**src/rtl/mtc_regs.vh**
```
`ifndef MTC_REGS_VH
`define MTC_REGS_VH

// Bus widths
`define MTC_AW          4
`define MTC_DW          16
`define MTC_NT          3
`define MTC_NI          2

// Address split: bank in the upper bits, field in the lower bits
`define MTC_BANK_HI     3
`define MTC_BANK_LO     2
`define MTC_FLD_HI      1
`define MTC_FLD_LO      0
`define MTC_FLD_COUNT   2'h0
`define MTC_FLD_MAX     2'h1
`define MTC_FLD_CTRL    2'h2
`define MTC_BANK_IRQ    2'h3
`define MTC_ADDR_ISTAT  4'hc
`define MTC_ADDR_IMASK  4'hd

// Control register layout
`define MTC_CTL_W       6
`define MTC_CTL_EN      0
`define MTC_CTL_INH     1
`define MTC_CTL_AUTO    2
`define MTC_CTL_EXT     3
`define MTC_CTL_PRE     4
`define MTC_CTL_MCF     5
`define MTC_CTL_RST     6'h00
`define MTC_CTL_T2MASK  6'h27

// Count values
`define MTC_MAX_RST     16'h0000
`define MTC_CNT_ZERO    16'h0000
`define MTC_CNT_STEP    16'h0001
`define MTC_RD_IDLE     16'h0000
`define MTC_IRQ_RST     3'h0

// Service slots, one-hot
`define MTC_SLOT_W      4
`define MTC_SLOT_T0     4'h1
`define MTC_SLOT_T1     4'h2
`define MTC_SLOT_T2     4'h4
`define MTC_SLOT_GAP    4'h8

`endif

```
**src/rtl/mtc_sync.v**
```verilog
`timescale 1ns/1ps
`include "mtc_regs.vh"

module mtc_sync (
	input  wire clk_sys,
	input  wire rst,
	input  wire pin_in,
	output reg  rise
);

	reg stage1_reg;
	reg stage2_reg;
	reg prev_reg;

	// Only stage2 reads stage1; edge detection runs after it
	always @(posedge clk_sys) begin
		if (rst) begin
			stage1_reg <= 1'b0;
			stage2_reg <= 1'b0;
			prev_reg   <= 1'b0;
			rise       <= 1'b0;
		end else begin
			stage1_reg <= pin_in;
			stage2_reg <= stage1_reg;
			prev_reg   <= stage2_reg;
			rise       <= stage2_reg & ~prev_reg;
		end
	end

endmodule

```
**src/rtl/mtc_timer.v**
```verilog
`timescale 1ns/1ps
`include "mtc_regs.vh"

module mtc_timer (
	input  wire                  clk_sys,
	input  wire                  rst,
	input  wire [`MTC_AW-1:0]    addr,
	input  wire [`MTC_DW-1:0]    wdata,
	input  wire                  wr,
	input  wire                  rd,
	output reg  [`MTC_DW-1:0]    rdata,
	input  wire [`MTC_NI-1:0]    timer_event_input,
	output reg  [`MTC_NT-1:0]    max_count_pulse,
	output reg  [`MTC_NT-1:0]    timer_running,
	output wire                  irq
);

	localparam SLOT_T0  = `MTC_SLOT_T0;
	localparam SLOT_T1  = `MTC_SLOT_T1;
	localparam SLOT_T2  = `MTC_SLOT_T2;
	localparam SLOT_GAP = `MTC_SLOT_GAP;

	////////////////////////////////////////////////////////////////////
	// Address decoding

	function [1:0] bank_of;
		input [`MTC_AW-1:0] a;
		begin
			bank_of = a[`MTC_BANK_HI:`MTC_BANK_LO];
		end
	endfunction

	function [1:0] field_of;
		input [`MTC_AW-1:0] a;
		begin
			field_of = a[`MTC_FLD_HI:`MTC_FLD_LO];
		end
	endfunction

	////////////////////////////////////////////////////////////////////
	// State

	reg [`MTC_DW-1:0]    count_reg [0:`MTC_NT-1];
	reg [`MTC_DW-1:0]    max_reg   [0:`MTC_NT-1];
	reg [`MTC_CTL_W-1:0] ctrl_reg  [0:`MTC_NT-1];
	reg [`MTC_DW-1:0]    count_next [0:`MTC_NT-1];
	reg [`MTC_DW-1:0]    max_next   [0:`MTC_NT-1];
	reg [`MTC_CTL_W-1:0] ctrl_next  [0:`MTC_NT-1];

	reg [`MTC_SLOT_W-1:0] slot_reg;
	reg [`MTC_SLOT_W-1:0] slot_next;

	reg                  wp_reg;
	reg [`MTC_AW-1:0]    wa_reg;
	reg [`MTC_DW-1:0]    wd_reg;

	reg [`MTC_NI-1:0]    edge_pend_reg;
	reg [`MTC_NI-1:0]    t2_pend_reg;
	reg [`MTC_NT-1:0]    istat_reg;
	reg [`MTC_NT-1:0]    imask_reg;

	wire [`MTC_NI-1:0]   pin_rise;
	wire [`MTC_NT-1:0]   svc;
	reg  [`MTC_NT-1:0]   event_ok;
	reg  [`MTC_NT-1:0]   hit;
	reg  [`MTC_NT-1:0]   step;
	reg  [`MTC_DW-1:0]   inc_val;
	reg  [`MTC_DW-1:0]   rd_mux;

	integer i;
	integer ev_i;
	integer ck_i;
	integer st_i;
	integer pd_i;
	integer ir_i;

	////////////////////////////////////////////////////////////////////
	// Timer input synchronisers, one per external input

	genvar g;
	generate
		for (g = 0; g < `MTC_NI; g = g + 1) begin : g_in
			mtc_sync u_sync (
				.clk_sys (clk_sys),
				.rst     (rst),
				.pin_in  (timer_event_input[g]),
				.rise    (pin_rise[g])
			);
		end
	endgenerate

	////////////////////////////////////////////////////////////////////
	// Service rotation: one bank per slot, one idle slot

	// Free-running; bus activity never touches the rotation
	always @* begin
		case (slot_reg)
			SLOT_T0: begin
				slot_next = SLOT_T1;
			end
			SLOT_T1: begin
				slot_next = SLOT_T2;
			end
			SLOT_T2: begin
				slot_next = SLOT_GAP;
			end
			SLOT_GAP: begin
				slot_next = SLOT_T0;
			end
			default: begin
				slot_next = SLOT_T0;
			end
		endcase
	end

	assign svc = slot_reg[`MTC_NT-1:0];

	////////////////////////////////////////////////////////////////////
	// Counter element

	always @* begin
		for (ev_i = 0; ev_i < `MTC_NT; ev_i = ev_i + 1) begin
			if (ev_i == `MTC_NT - 1)
				event_ok[ev_i] = 1'b1;
			else if (ctrl_reg[ev_i][`MTC_CTL_EXT])
				event_ok[ev_i] = edge_pend_reg[ev_i];
			else if (ctrl_reg[ev_i][`MTC_CTL_PRE])
				event_ok[ev_i] = t2_pend_reg[ev_i];
			else
				event_ok[ev_i] = 1'b1;
			step[ev_i] = svc[ev_i] & ctrl_reg[ev_i][`MTC_CTL_EN] &
				event_ok[ev_i];
			inc_val = count_reg[ev_i] + `MTC_CNT_STEP;
			// Zero maximum matches after the 16-bit wrap
			hit[ev_i] = step[ev_i] &
				(inc_val == max_reg[ev_i]);
		end
	end

	// Hardware update first, then a landing bus write on top
	always @* begin
		for (i = 0; i < `MTC_NT; i = i + 1) begin
			count_next[i] = count_reg[i];
			max_next[i]   = max_reg[i];
			ctrl_next[i]  = ctrl_reg[i];
			if (step[i]) begin
				count_next[i] = hit[i] ? `MTC_CNT_ZERO :
					count_reg[i] + `MTC_CNT_STEP;
			end
			if (hit[i] && !ctrl_reg[i][`MTC_CTL_AUTO]) begin
				ctrl_next[i][`MTC_CTL_EN] = 1'b0;
			end
			if (wp_reg && bank_of(wa_reg) == i) begin
				case (field_of(wa_reg))
					`MTC_FLD_COUNT: begin
						count_next[i] = wd_reg;
					end
					`MTC_FLD_MAX: begin
						max_next[i] = wd_reg;
					end
					`MTC_FLD_CTRL: begin
						if (wd_reg[`MTC_CTL_INH])
							ctrl_next[i][`MTC_CTL_EN] =
								wd_reg[`MTC_CTL_EN];
						ctrl_next[i][`MTC_CTL_AUTO] =
							wd_reg[`MTC_CTL_AUTO];
						ctrl_next[i][`MTC_CTL_EXT] =
							wd_reg[`MTC_CTL_EXT];
						ctrl_next[i][`MTC_CTL_PRE] =
							wd_reg[`MTC_CTL_PRE];
						ctrl_next[i][`MTC_CTL_MCF] =
							ctrl_reg[i][`MTC_CTL_MCF] &
							wd_reg[`MTC_CTL_MCF];
					end
					default: begin
						ctrl_next[i] = ctrl_next[i];
					end
				endcase
			end
			// Set beats a simultaneous software clear
			if (hit[i])
				ctrl_next[i][`MTC_CTL_MCF] = 1'b1;
			ctrl_next[i][`MTC_CTL_INH] = 1'b0;
			// Last timer has only the internal clock source
			if (i == `MTC_NT - 1)
				ctrl_next[i] = ctrl_next[i] & `MTC_CTL_T2MASK;
		end
	end

	// Counts keep no reset value; software must load them
	always @(posedge clk_sys) begin
		for (ck_i = 0; ck_i < `MTC_NT; ck_i = ck_i + 1)
			count_reg[ck_i] <= count_next[ck_i];
	end

	always @(posedge clk_sys) begin
		if (rst) begin
			for (st_i = 0; st_i < `MTC_NT; st_i = st_i + 1) begin
				max_reg[st_i]  <= `MTC_MAX_RST;
				ctrl_reg[st_i] <= `MTC_CTL_RST;
			end
			slot_reg <= SLOT_T0;
		end else begin
			for (st_i = 0; st_i < `MTC_NT; st_i = st_i + 1) begin
				max_reg[st_i]  <= max_next[st_i];
				ctrl_reg[st_i] <= ctrl_next[st_i];
			end
			slot_reg <= slot_next;
		end
	end

	////////////////////////////////////////////////////////////////////
	// Latched events for timers with external sources

	// Edges are held until the bank's slot comes round
	always @(posedge clk_sys) begin
		if (rst) begin
			edge_pend_reg <= {`MTC_NI{1'b0}};
			t2_pend_reg   <= {`MTC_NI{1'b0}};
		end else begin
			for (pd_i = 0; pd_i < `MTC_NI; pd_i = pd_i + 1) begin
				edge_pend_reg[pd_i] <= pin_rise[pd_i] |
					(edge_pend_reg[pd_i] & ~svc[pd_i]);
				t2_pend_reg[pd_i] <= hit[`MTC_NT-1] |
					(t2_pend_reg[pd_i] & ~svc[pd_i]);
			end
		end
	end

	////////////////////////////////////////////////////////////////////
	// Register port

	// Write lands one edge late: that edge is the wait state
	always @(posedge clk_sys) begin
		if (rst) begin
			wp_reg <= 1'b0;
			wa_reg <= {`MTC_AW{1'b0}};
			wd_reg <= `MTC_RD_IDLE;
		end else begin
			wp_reg <= wr;
			wa_reg <= addr;
			wd_reg <= wdata;
		end
	end

	// Whole-word snapshot, so a read never sees half a count
	always @* begin
		rd_mux = `MTC_RD_IDLE;
		if (addr == `MTC_ADDR_ISTAT) begin
			rd_mux[`MTC_NT-1:0] = istat_reg;
		end else if (addr == `MTC_ADDR_IMASK) begin
			rd_mux[`MTC_NT-1:0] = imask_reg;
		end else if (bank_of(addr) != `MTC_BANK_IRQ) begin
			case (field_of(addr))
				`MTC_FLD_COUNT: begin
					rd_mux = count_reg[bank_of(addr)];
				end
				`MTC_FLD_MAX: begin
					rd_mux = max_reg[bank_of(addr)];
				end
				`MTC_FLD_CTRL: begin
					rd_mux[`MTC_CTL_W-1:0] =
						ctrl_reg[bank_of(addr)];
				end
				default: begin
					rd_mux = `MTC_RD_IDLE;
				end
			endcase
		end
	end

	// Counter keeps running while the bus reads; nothing stalls it
	always @(posedge clk_sys) begin
		if (rst)
			rdata <= `MTC_RD_IDLE;
		else if (rd)
			rdata <= rd_mux;
		else
			rdata <= `MTC_RD_IDLE;
	end

	////////////////////////////////////////////////////////////////////
	// Interrupts and status

	// Read clears status; a same-cycle event still lands
	always @(posedge clk_sys) begin
		if (rst) begin
			istat_reg       <= `MTC_IRQ_RST;
			imask_reg       <= `MTC_IRQ_RST;
			max_count_pulse <= `MTC_IRQ_RST;
			timer_running   <= `MTC_IRQ_RST;
		end else begin
			if (rd && addr == `MTC_ADDR_ISTAT)
				istat_reg <= hit;
			else
				istat_reg <= istat_reg | hit;
			if (wp_reg && wa_reg == `MTC_ADDR_IMASK)
				imask_reg <= wd_reg[`MTC_NT-1:0];
			max_count_pulse <= hit;
			for (ir_i = 0; ir_i < `MTC_NT; ir_i = ir_i + 1)
				timer_running[ir_i] <= ctrl_next[ir_i][`MTC_CTL_EN];
		end
	end

	assign irq = |(istat_reg & imask_reg);

endmodule

```
**config.mk**
```make
export PLATFORM = sky130hd
export DESIGN_NAME = mtc_timer
export DESIGN_NICKNAME = d
export VERILOG_FILES = /design/src/rtl/mtc_sync.v /design/src/rtl/mtc_timer.v
export VERILOG_INCLUDE_DIRS = /design/src /design/src/rtl
export SDC_FILE = /design/constraint.sdc
export NUM_CORES = 1
export LEC_CHECK = 0
export ABC_AREA = 1
export BUFFER_PORTS_ARGS = -buffer_cell sky130_fd_sc_hd__buf_2
export CORE_MARGIN = 2
export CORE_UTILIZATION = 50
export CTS_CLUSTER_DIAMETER = 100
export DETAILED_ROUTE_END_ITERATION = 7
export GPL_TIMING_DRIVEN = 0
export PLACE_DENSITY_LB_ADDON = 0.3
export SLEW_MARGIN = 20
export SYNTH_ARGS = -nofsm -noshare
export SYNTH_HDL_FRONTEND = slang
export SYNTH_HIERARCHICAL = 1
export SYNTH_SLANG_ARGS = --single-unit
export TNS_END_PERCENT = 30
```
**constraint.sdc**
```tcl
create_clock -name clk_sys -period 2.85 [get_ports clk_sys]
set_clock_uncertainty 0.2 [all_clocks]
set_input_delay 0 -clock clk_sys [delete_from_list [all_inputs] [get_ports clk_sys]]
set_output_delay 0 -clock clk_sys [all_outputs]
set_load 0.01 [all_outputs]
```
==> results of run 1 <==
## cells by family after synthesis
family / count (synthesis) / synth area share (%)
flip-flops: 171 / 36.3
AND/OR/NAND/NOR: 695 / 33.0
XOR/XNOR: 6 / 0.717
AO/OA/AOI/OAI: 342 / 20.3
adder cells (fa/ha/maj): 3 / 0.398
buffers and inverters: 222 / 9.27
## layout by cell type (no fill, tap or decap), drive strengths merged, types with 11 or more instances in the layout
| cell type | count |
|---|---|
| nand2 | 305 |
| nor2 | 213 |
| a21oi | 185 |
| dfxtp | 171 |
| inv | 170 |
| nand3 | 130 |
| o21ai | 115 |
| buf | 61 |
| clkbuf | 59 |
| dlygate4sd3 | 45 |
| nand4 | 20 |
| nor3 | 14 |
| clkinv | 11 |
## path summary, 6_finish.rpt
kind	end	slack, ps	cells past startpoint
min	wd_reg[15]	130	4
max	count_reg[1][11]	250	13
max reg2reg	count_reg[1][11]	250	13
min reg2reg	g_in[1].u_sync/rise	200	1
## per-stage QoR
| stage | instance area, µm² | std cells | setup TNS (ps) |
|---|---|---|---|
| floorplan | 9430 | 1439 | 0 |
| global placement | 9960 | 1721 | 0 |
| detailed placement | 9960 | 1721 | 0 |
| CTS | 11100 | 1798 | 0 |
| global route | 11100 | 1798 | -11.1 |
| finish | 11100 | 1798 | 0 |
## power by group
| group | internal [µW] | switching [µW] |
|---|---|---|
| Sequential | 2630 | 399 |
| Clock | 1290 | 1240 |
| Combinational | 612 | 1100 |
## final cells by class
cell class | count | area share (%)
multi-input cells | 1046 | 46.4
plain buffers | 55 | 2.23
clock inverters | 15 | 1.99
clock buffers | 17 | 3.84
inverters | 167 | 5.66
well taps | 234 | 2.65
repair buffers | 93 | 6.24
flip-flops and latches | 171 | 31.0
## what timing repair did
item,CTS,global route
buffers inserted,0,0
resized for setup,0,6
hold buffers,45,0
hold endpoints to repair,40,0
endpoints found under the setup margin,0,29
## cells in the mapped netlist, types with 4 or more instances
cell      instances  area share (%)
o21ai_0         112             5.9
o211ai_1          8            0.64
nor2_4            8            0.96
a31oi_1           6            0.40
o21bai_1          4            0.32
inv_1           161             6.4
nand4_1          20             1.3
a21oi_2          20             1.9
buf_1             5            0.20
nor3_1           13            0.69
nand2_2          31             2.1
dfxtp_1         171              36
nand3_2           5            0.53
nor2_1          192             7.6
nand2_1         271              11
a21oi_1         165             8.8
a221oi_1          8            0.74
nand3b_1          6            0.48
clkbuf_1         42             1.7
a311oi_1          7            0.65
nor2_2           13            0.86
nand3_1         125             6.6
## metal layers
layer | up-vias | global-route usage (%)
met5 | - | 0
met4 | 0 | 18.6
met3 | 101 | 7.39
met2 | 545 | 53.7
met1 | 4708 | 46.3
li1 | 4995 | -
## worst min-delay path, stage by stage
cell and delay [ps]:
dlygate4sd3_1 530, buf_2 110, inv_1 40, nor2_1 70
==> results.ini, run 1 <==
[yosys]
synthCells = 1439
async_reset_ff_share_pct = 0
avgSynthCellArea_um2 = 6.55
yosys_most_used_dff = dfxtp_1
ys_types = 44
yosysWarnings = 6
synth-seq-area-share_pct = 36.3
synth_fp_nets = 1468
syn_area_um2 = 9430
synth_edf_count = 0
yosys_register_bits = 171

[grt]
grt_pass1_vias = 9640
antenna_found_initial = 0
grt_start_max_net_pins = 21
overflow = 0
track_usage_pct = 35.0
grt_pass1_wl_um = 52900

[power_and_ir_drop]
peakVddDrop_mv = 0.460
leakage_uw = 0.00481
p_per_area_nw_per_um2 = 657
p_total_uw = 7270

[sta]
finalMaxSlewViolations = 0
hold_violations = 0
rsz0062_at_grt = true
timing.hold.ws_ps = 131
setup_violations = 0
worst_pin_slew_ps = 808
relSlewSlack_pct = 46.1
fmax_mhz = 385
setup_ws_ps = 251
period_minus_slack_ps = 2600
period_share_pct = 91.2

[setup_path]
cpMaxStageDelayCell = dfxtp_1
cpMostUsedCell = nand3_2
max_stage_delay_ps = 430
criticalPathCategory = flop to flop
critPathLaunchType = flop
startpoint = count_reg[1][1]
worst-path-buf-inv = 2
cp_top_family = simple AND/OR/NAND/NOR gates
required_ps = 2990
cp_cell_sequence = ha_2 > nand3_2 > nor2_1 > nand4_1 > nand3_1 > nand2_1 > inv_1 > nand3_2 > nor2_4 > nand2_4 > buf_6 > nand2_2 > a21oi_2
crit_path_end_kind = flop
cp_max_fo = 10
r2r-start = count_reg[1][1]
crit_arrival_ps = 2740

[cells_and_area]
fin_nets = 1580
fillers = 1727
regArea_um2 = 3430
syn_to_final_growth_pct = 17.4
drive_gt1_share_pct = 11.6
final_util_pct = 59.6
multi_input_area_um2 = 5140
antenna_cells = 0

[clock_tree]
cts_root_buf = clkbuf_16
path_clk_slew_ps = 80
insertion_delay_ps = 450
numCtsBuffers = 17
cts_tree = built
cts_num_sinks = 171
clk_path_buf_depth = 2
cts-htree-levels = 4

[die]
dieArea_um2 = 20000
die_y_um = 141
ios = 49
die_w_um = 141
start_util_pct = 50.7
core_area_um2 = 18600
rows = 50

[flow_run]
maxCapViolations = 0

[hold_path]
min-delay-start = wdata[15]
hp-class = input pin to flop

[detailed_routing]
highest_layer = met4
final_antenna_net_count = 0
drcViolationCount = 0
firstDrtPassIters = 6
vias_per_cell = 5.76
met1Wirelength_um = 13900
drtIter0Drc = 1137
vias = 10349
finalWirelength_um = 34500
dr_wl_met2_um = 15100
wl_met3_um = 3820
drt-wirelength-per-cell_um = 19.2

[place]
portBuffers = 48
hpwlAfterDp_um = 24600
pre_cts_slack_ps = 181
gp_congestion = 1.00

[outcome]
outcome = finished clean

No activity file was read; power rests on OpenSTA's default activity.
==> run 2: changes to the inputs <==
==> constraint.sdc (replaced) <==
create_clock -name clk_sys -period 2.7 [get_ports clk_sys]
set_clock_uncertainty 0.2 [all_clocks]
set_input_delay 0 -clock clk_sys [delete_from_list [all_inputs] [get_ports clk_sys]]
set_output_delay 0 -clock clk_sys [all_outputs]
set_load 0.01 [all_outputs]
==> results.ini, run 2 (synthesis results as in run 1) <==
[outcome]
outcome = finished clean

[setup_path]
worst-path-buf-inv = 2
max_stage_delay_ps = 400
required_ps = 2840
crit_arrival_ps = 2700
cp_cell_sequence = ha_2 > nand3_2 > nor2_1 > nand4_1 > nand3_1 > nand2_1 > inv_1 > nand3_2 > nor2_4 > nand2_4 > buf_6 > nand2_2 > a21oi_2
cpMaxStageDelayCell = dfxtp_4
cp_max_fo = 10
crit_path_end_kind = flop
cpMostUsedCell = nand3_2
criticalPathCategory = flop to flop
cp_top_family = simple AND/OR/NAND/NOR gates
critPathLaunchType = flop

[cells_and_area]
regArea_um2 = 3440
multi_input_area_um2 = 5160
fillers = 1728
stdcell_count = 1801
drive_gt1_share_pct = 12.1
antenna_cells = 0
syn_to_final_growth_pct = 18.0
layout.cells.most_common = nand2_1
final_cell_mix = nand2_1, nor2_1, dfxtp_1, a21oi_1, inv_1
fin_nets = 1583

[grt]
overflow = 0
grt_pass1_wl_um = 52900
grt_start_max_net_pins = 21
track_usage_pct = 35.0
antenna_found_initial = 0
grt_pass1_vias = 9640

[clock_tree]
path_clk_slew_ps = 80
cts_num_sinks = 171
cts_root_buf = clkbuf_16
insertion_delay_ps = 450
clk_path_buf_depth = 2
cts_tree = built
cts-htree-levels = 4
numCtsBuffers = 17

[detailed_routing]
vias = 10364
firstDrtPassIters = 8
finalWirelength_um = 34600
vias_per_cell = 5.75
drtIter0Drc = 1185
drt-wirelength-per-cell_um = 19.2
final_antenna_net_count = 0
drcViolationCount = 0

[place]
hpwlAfterDp_um = 24600
portBuffers = 48
gp_congestion = 1.00
placed_cells = 1721

[die]
ios = 49
rows = 50
die_y_um = 141
core_area_um2 = 18600
dieArea_um2 = 20000
start_util_pct = 50.7
die_w_um = 141

[power_and_ir_drop]
p_total_uw = 7710
leakage_uw = 0.00483
p_per_area_nw_per_um2 = 693
peakVddDrop_mv = 0.484

[sta]
period_share_pct = 94.7
finalMaxSlewViolations = 0
setup_violations = 0
fmax_mhz = 391
fin_tns_setup_ps = 0
worst_pin_slew_ps = 817
rsz0062_at_grt = false
period_minus_slack_ps = 2560
hold_violations = 0
relSlewSlack_pct = 45.5

[flow_run]
maxCapViolations = 0

[hold_path]
hp-class = input pin to flop

## run 2: cell types whose count changed in the layout (fill, tap and decap cells not counted)
cell	before	now
inv_2	3	4
nor2_4	8	11
dfxtp_2	3	2
nand3_2	5	6
nand3_1	125	124
buf_4	3	6
nor2_2	15	13
dfxtp_1	168	166
inv_1	161	160
dfxtp_4	0	3
nor2_1	190	189
## run 2: area by class of cell
class	instances	area share, %
sequential	171	30.9
tap	234	2.63
multi-input combinational	1046	46.4
inverter	167	5.64
clock inverter	15	1.98
timing repair buffer	96	6.41
buffer	55	2.22
clock buffer	17	3.83
## run 2: what timing repair did
item	in CTS	in global routing
pin swaps	0	3
hold endpoints to repair	40	0
gates resized for setup	1	16
hold buffers	45	0
setup buffers	0	3
setup endpoints to repair	1	59
## run 2: final timing paths
| check | from | to | slack [ps] | cells past startpoint |
|---|---|---|---|---|
| worst max-delay path | count_reg[1][0] | count_reg[1][11] | 140 | 13 |
| worst min-delay path | wdata[15] | wd_reg[15] | 150 | 4 |
| worst max register to register | count_reg[1][0] | count_reg[1][11] | 140 | 13 |
| worst min register to register | g_in[1].u_sync/prev_reg | g_in[1].u_sync/rise | 200 | 1 |
## run 2: tightest hold or removal path: stages
cell,delay [ps]
dlygate4sd3_1,530
buf_2,120
inv_1,40
nor2_1,70
## run 2: metal layers
| layer | wire [µm] | vias to the layer above | GRT usage, % |
|---|---|---|---|
| li1 | - | 4992 | - |
| met1 | 14200 | 4744 | 46.3 |
| met2 | 15200 | 505 | 53.7 |
| met3 | 3440 | 123 | 7.39 |
| met4 | 1750 | 0 | 18.6 |
| met5 | 0 | - | 0 |
## run 2: stage by stage
step	setup slack [ps]	hold slack (ps)	util, %	area (µm²)
finish	143	151	59.9	11100
CTS	27.1	99.7	59.5	11100
detailed placement	30.9	6.51	53.6	9960
floorplan	535	-129	-	9430
global route	2.32	164	59.9	11100
global placement	80.2	-0.705	53.6	9960
## run 2: power by group
part,internal (µW),switching [µW],total (µW)
clock,1360,1310,2670
combinational,652,1180,1830
sequential,2780,418,3200
==> run 3: changes to the inputs <==
--- a/config.mk
+++ b/config.mk
@@ -9,7 +9,7 @@
 export ABC_AREA = 1
 export BUFFER_PORTS_ARGS = -buffer_cell sky130_fd_sc_hd__buf_2
 export CORE_MARGIN = 2
-export CORE_UTILIZATION = 50
+export CORE_UTILIZATION = 62
 export CTS_CLUSTER_DIAMETER = 100
 export DETAILED_ROUTE_END_ITERATION = 7
 export GPL_TIMING_DRIVEN = 0
==> constraint.sdc (replaced) <==
create_clock -name clk_sys -period 2.9 [get_ports clk_sys]
set_clock_uncertainty 0.2 [all_clocks]
set_input_delay 0 -clock clk_sys [delete_from_list [all_inputs] [get_ports clk_sys]]
set_output_delay 0 -clock clk_sys [all_outputs]
set_load 0.01 [all_outputs]
==> results.ini, run 3 (synthesis results as in run 1) <==
[detailed_routing]
drtIter0Drc = 1349
vias = 10784
drt-wirelength-per-cell_um = 20.4
finalWirelength_um = 35800
drcViolationCount = 0
firstDrtPassIters = 6
highest_layer = met4
vias_per_cell = 6.15
final_antenna_net_count = 0
met1Wirelength_um = 13700
dr_wl_met2_um = 15400
wl_met3_um = 4450

[setup_path]
cp_top_family = buffers and inverters
crit_arrival_ps = 2870
worst-path-buf-inv = 5
cp_max_fo = 10
required_ps = 3050
crit_path_end_kind = flop
criticalPathCategory = input pin to flop
cpMaxStageDelayCell = dlygate4sd3_1
cp_cell_sequence = dlygate4sd3_1 > buf_2 > nor2_1 > inv_1 > clkbuf_1 > nor2_1 > nand2_1 > dlygate4sd3_1 > nand3_1 > nand2_1
max_stage_delay_ps = 610
critPathLaunchType = input pin

[place]
gp_congestion = 1.02
portBuffers = 48
hpwlAfterDp_um = 24700

[sta]
fmax_mhz = 367
rsz0062_at_grt = false
hold_violations = 0
setup_violations = 0
period_minus_slack_ps = 2720
relSlewSlack_pct = 38.4
worst_pin_slew_ps = 924
period_share_pct = 93.9
fin_tns_setup_ps = 0
finalMaxSlewViolations = 0
timing.hold.ws_ps = 104

[clock_tree]
insertion_delay_ps = 460
cts_setup_buffers = 0
cts-htree-levels = 4
path_clk_slew_ps = 80
cts_num_sinks = 171
cts_root_buf = clkbuf_16
clk_path_buf_depth = 2
cts_tree = built
numCtsBuffers = 17

[grt]
overflow = 0
grt_start_max_net_pins = 23
grt_pass1_vias = 9992
antenna_found_initial = 1
track_usage_pct = 43.9
grt_pass1_wl_um = 54200

[die]
core_area_um2 = 15000
start_util_pct = 62.7
ios = 49
rows = 45
dieArea_um2 = 16200
die_w_um = 127
die_y_um = 127

[power_and_ir_drop]
peakVddDrop_mv = 0.646
p_per_area_nw_per_um2 = 652
leakage_uw = 0.00481

[hold_path]
hp-class = input pin to flop

[cells_and_area]
drive_gt1_share_pct = 11.3
syn_to_final_growth_pct = 16.7
final_cell_mix = nand2_1, nor2_1, dfxtp_1, a21oi_1, inv_1
fin_nets = 1580
layout.cells.most_common = nand2_1

[flow_run]
maxCapViolations = 0

[outcome]
outcome = finished clean

-- run 3: changes by cell type in the layout (fill, tap and decap cells not counted), moves of 3 or more --
cell | before | now
dfxtp_4 | 3 | 0
nor2_4 | 11 | 8
buf_4 | 6 | 3
dfxtp_1 | 166 | 171
inv_12 | 1 | 5
-- run 3: area by class of cell --
class | count | area [µm²]
clock buffers | 17 | 425
inverters | 167 | 627
diodes | 1 | 2.50
plain buffers | 55 | 246
well taps | 188 | 235
multi-input cells | 1046 | 5130
fillers | 1194 | 4030
clock inverters | 15 | 219
flip-flops and latches | 171 | 3420
repair buffers | 93 | 691
-- run 3: through the flow --
| stage | cells | utilization (%) | cell area (µm²) | setup WS (ps) | power [µW] |
|---|---|---|---|---|---|
| 3_3_place_gp | 1675 | 65.9 | 9900 | 258 | 4560 |
| 6_report | 1753 | 73.2 | 11000 | 178 | 7170 |
| 2_1_floorplan | 1439 | - | 9430 | 735 | 4090 |
| 5_1_grt | 1753 | 73.2 | 11000 | 16.9 | 7450 |
| 4_1_cts | 1752 | 73.1 | 11000 | 201 | 7040 |
| 3_5_place_dp | 1675 | 65.9 | 9900 | 219 | 4590 |
-- run 3: where the power goes --
part	switching, µW	total [µW]	internal [µW]	leakage [µW]
Sequential	412	2990	2580	0.00141
Combinational	1120	1720	600	0.00310
Clock	1250	2460	1210	0.000308
Total	2780	7170	4390	0.00481
-- run 3: tightest hold or removal path, stage by stage --
cell and delay, ps:
dlygate4sd3_1 530, buf_2 120, inv_1 40, nor2_1 40
-- run 3: final timing paths --
check	from	endpoint	slack (ps)	depth (start not counted)
max	addr[1]	istat_reg[0]	180	10
min	wdata[11]	wd_reg[11]	100	4
max reg2reg	count_reg[2][0]	count_reg[2][12]	220	13
min reg2reg	g_in[1].u_sync/prev_reg	g_in[1].u_sync/rise	210	1
-- run 3: routing by layer --
layer | vias to the layer above | GRT usage, %
met5 | - | 0
met4 | 0 | 24.3
met3 | 177 | 11.1
met2 | 745 | 67.6
met1 | 4864 | 56.6
li1 | 4998 | -
-- run 3: what timing repair did --
item	in CTS	in global routing
endpoints found under the setup margin	0	10
resized for setup	0	1
hold endpoints to repair	40	0
hold buffers	45	0
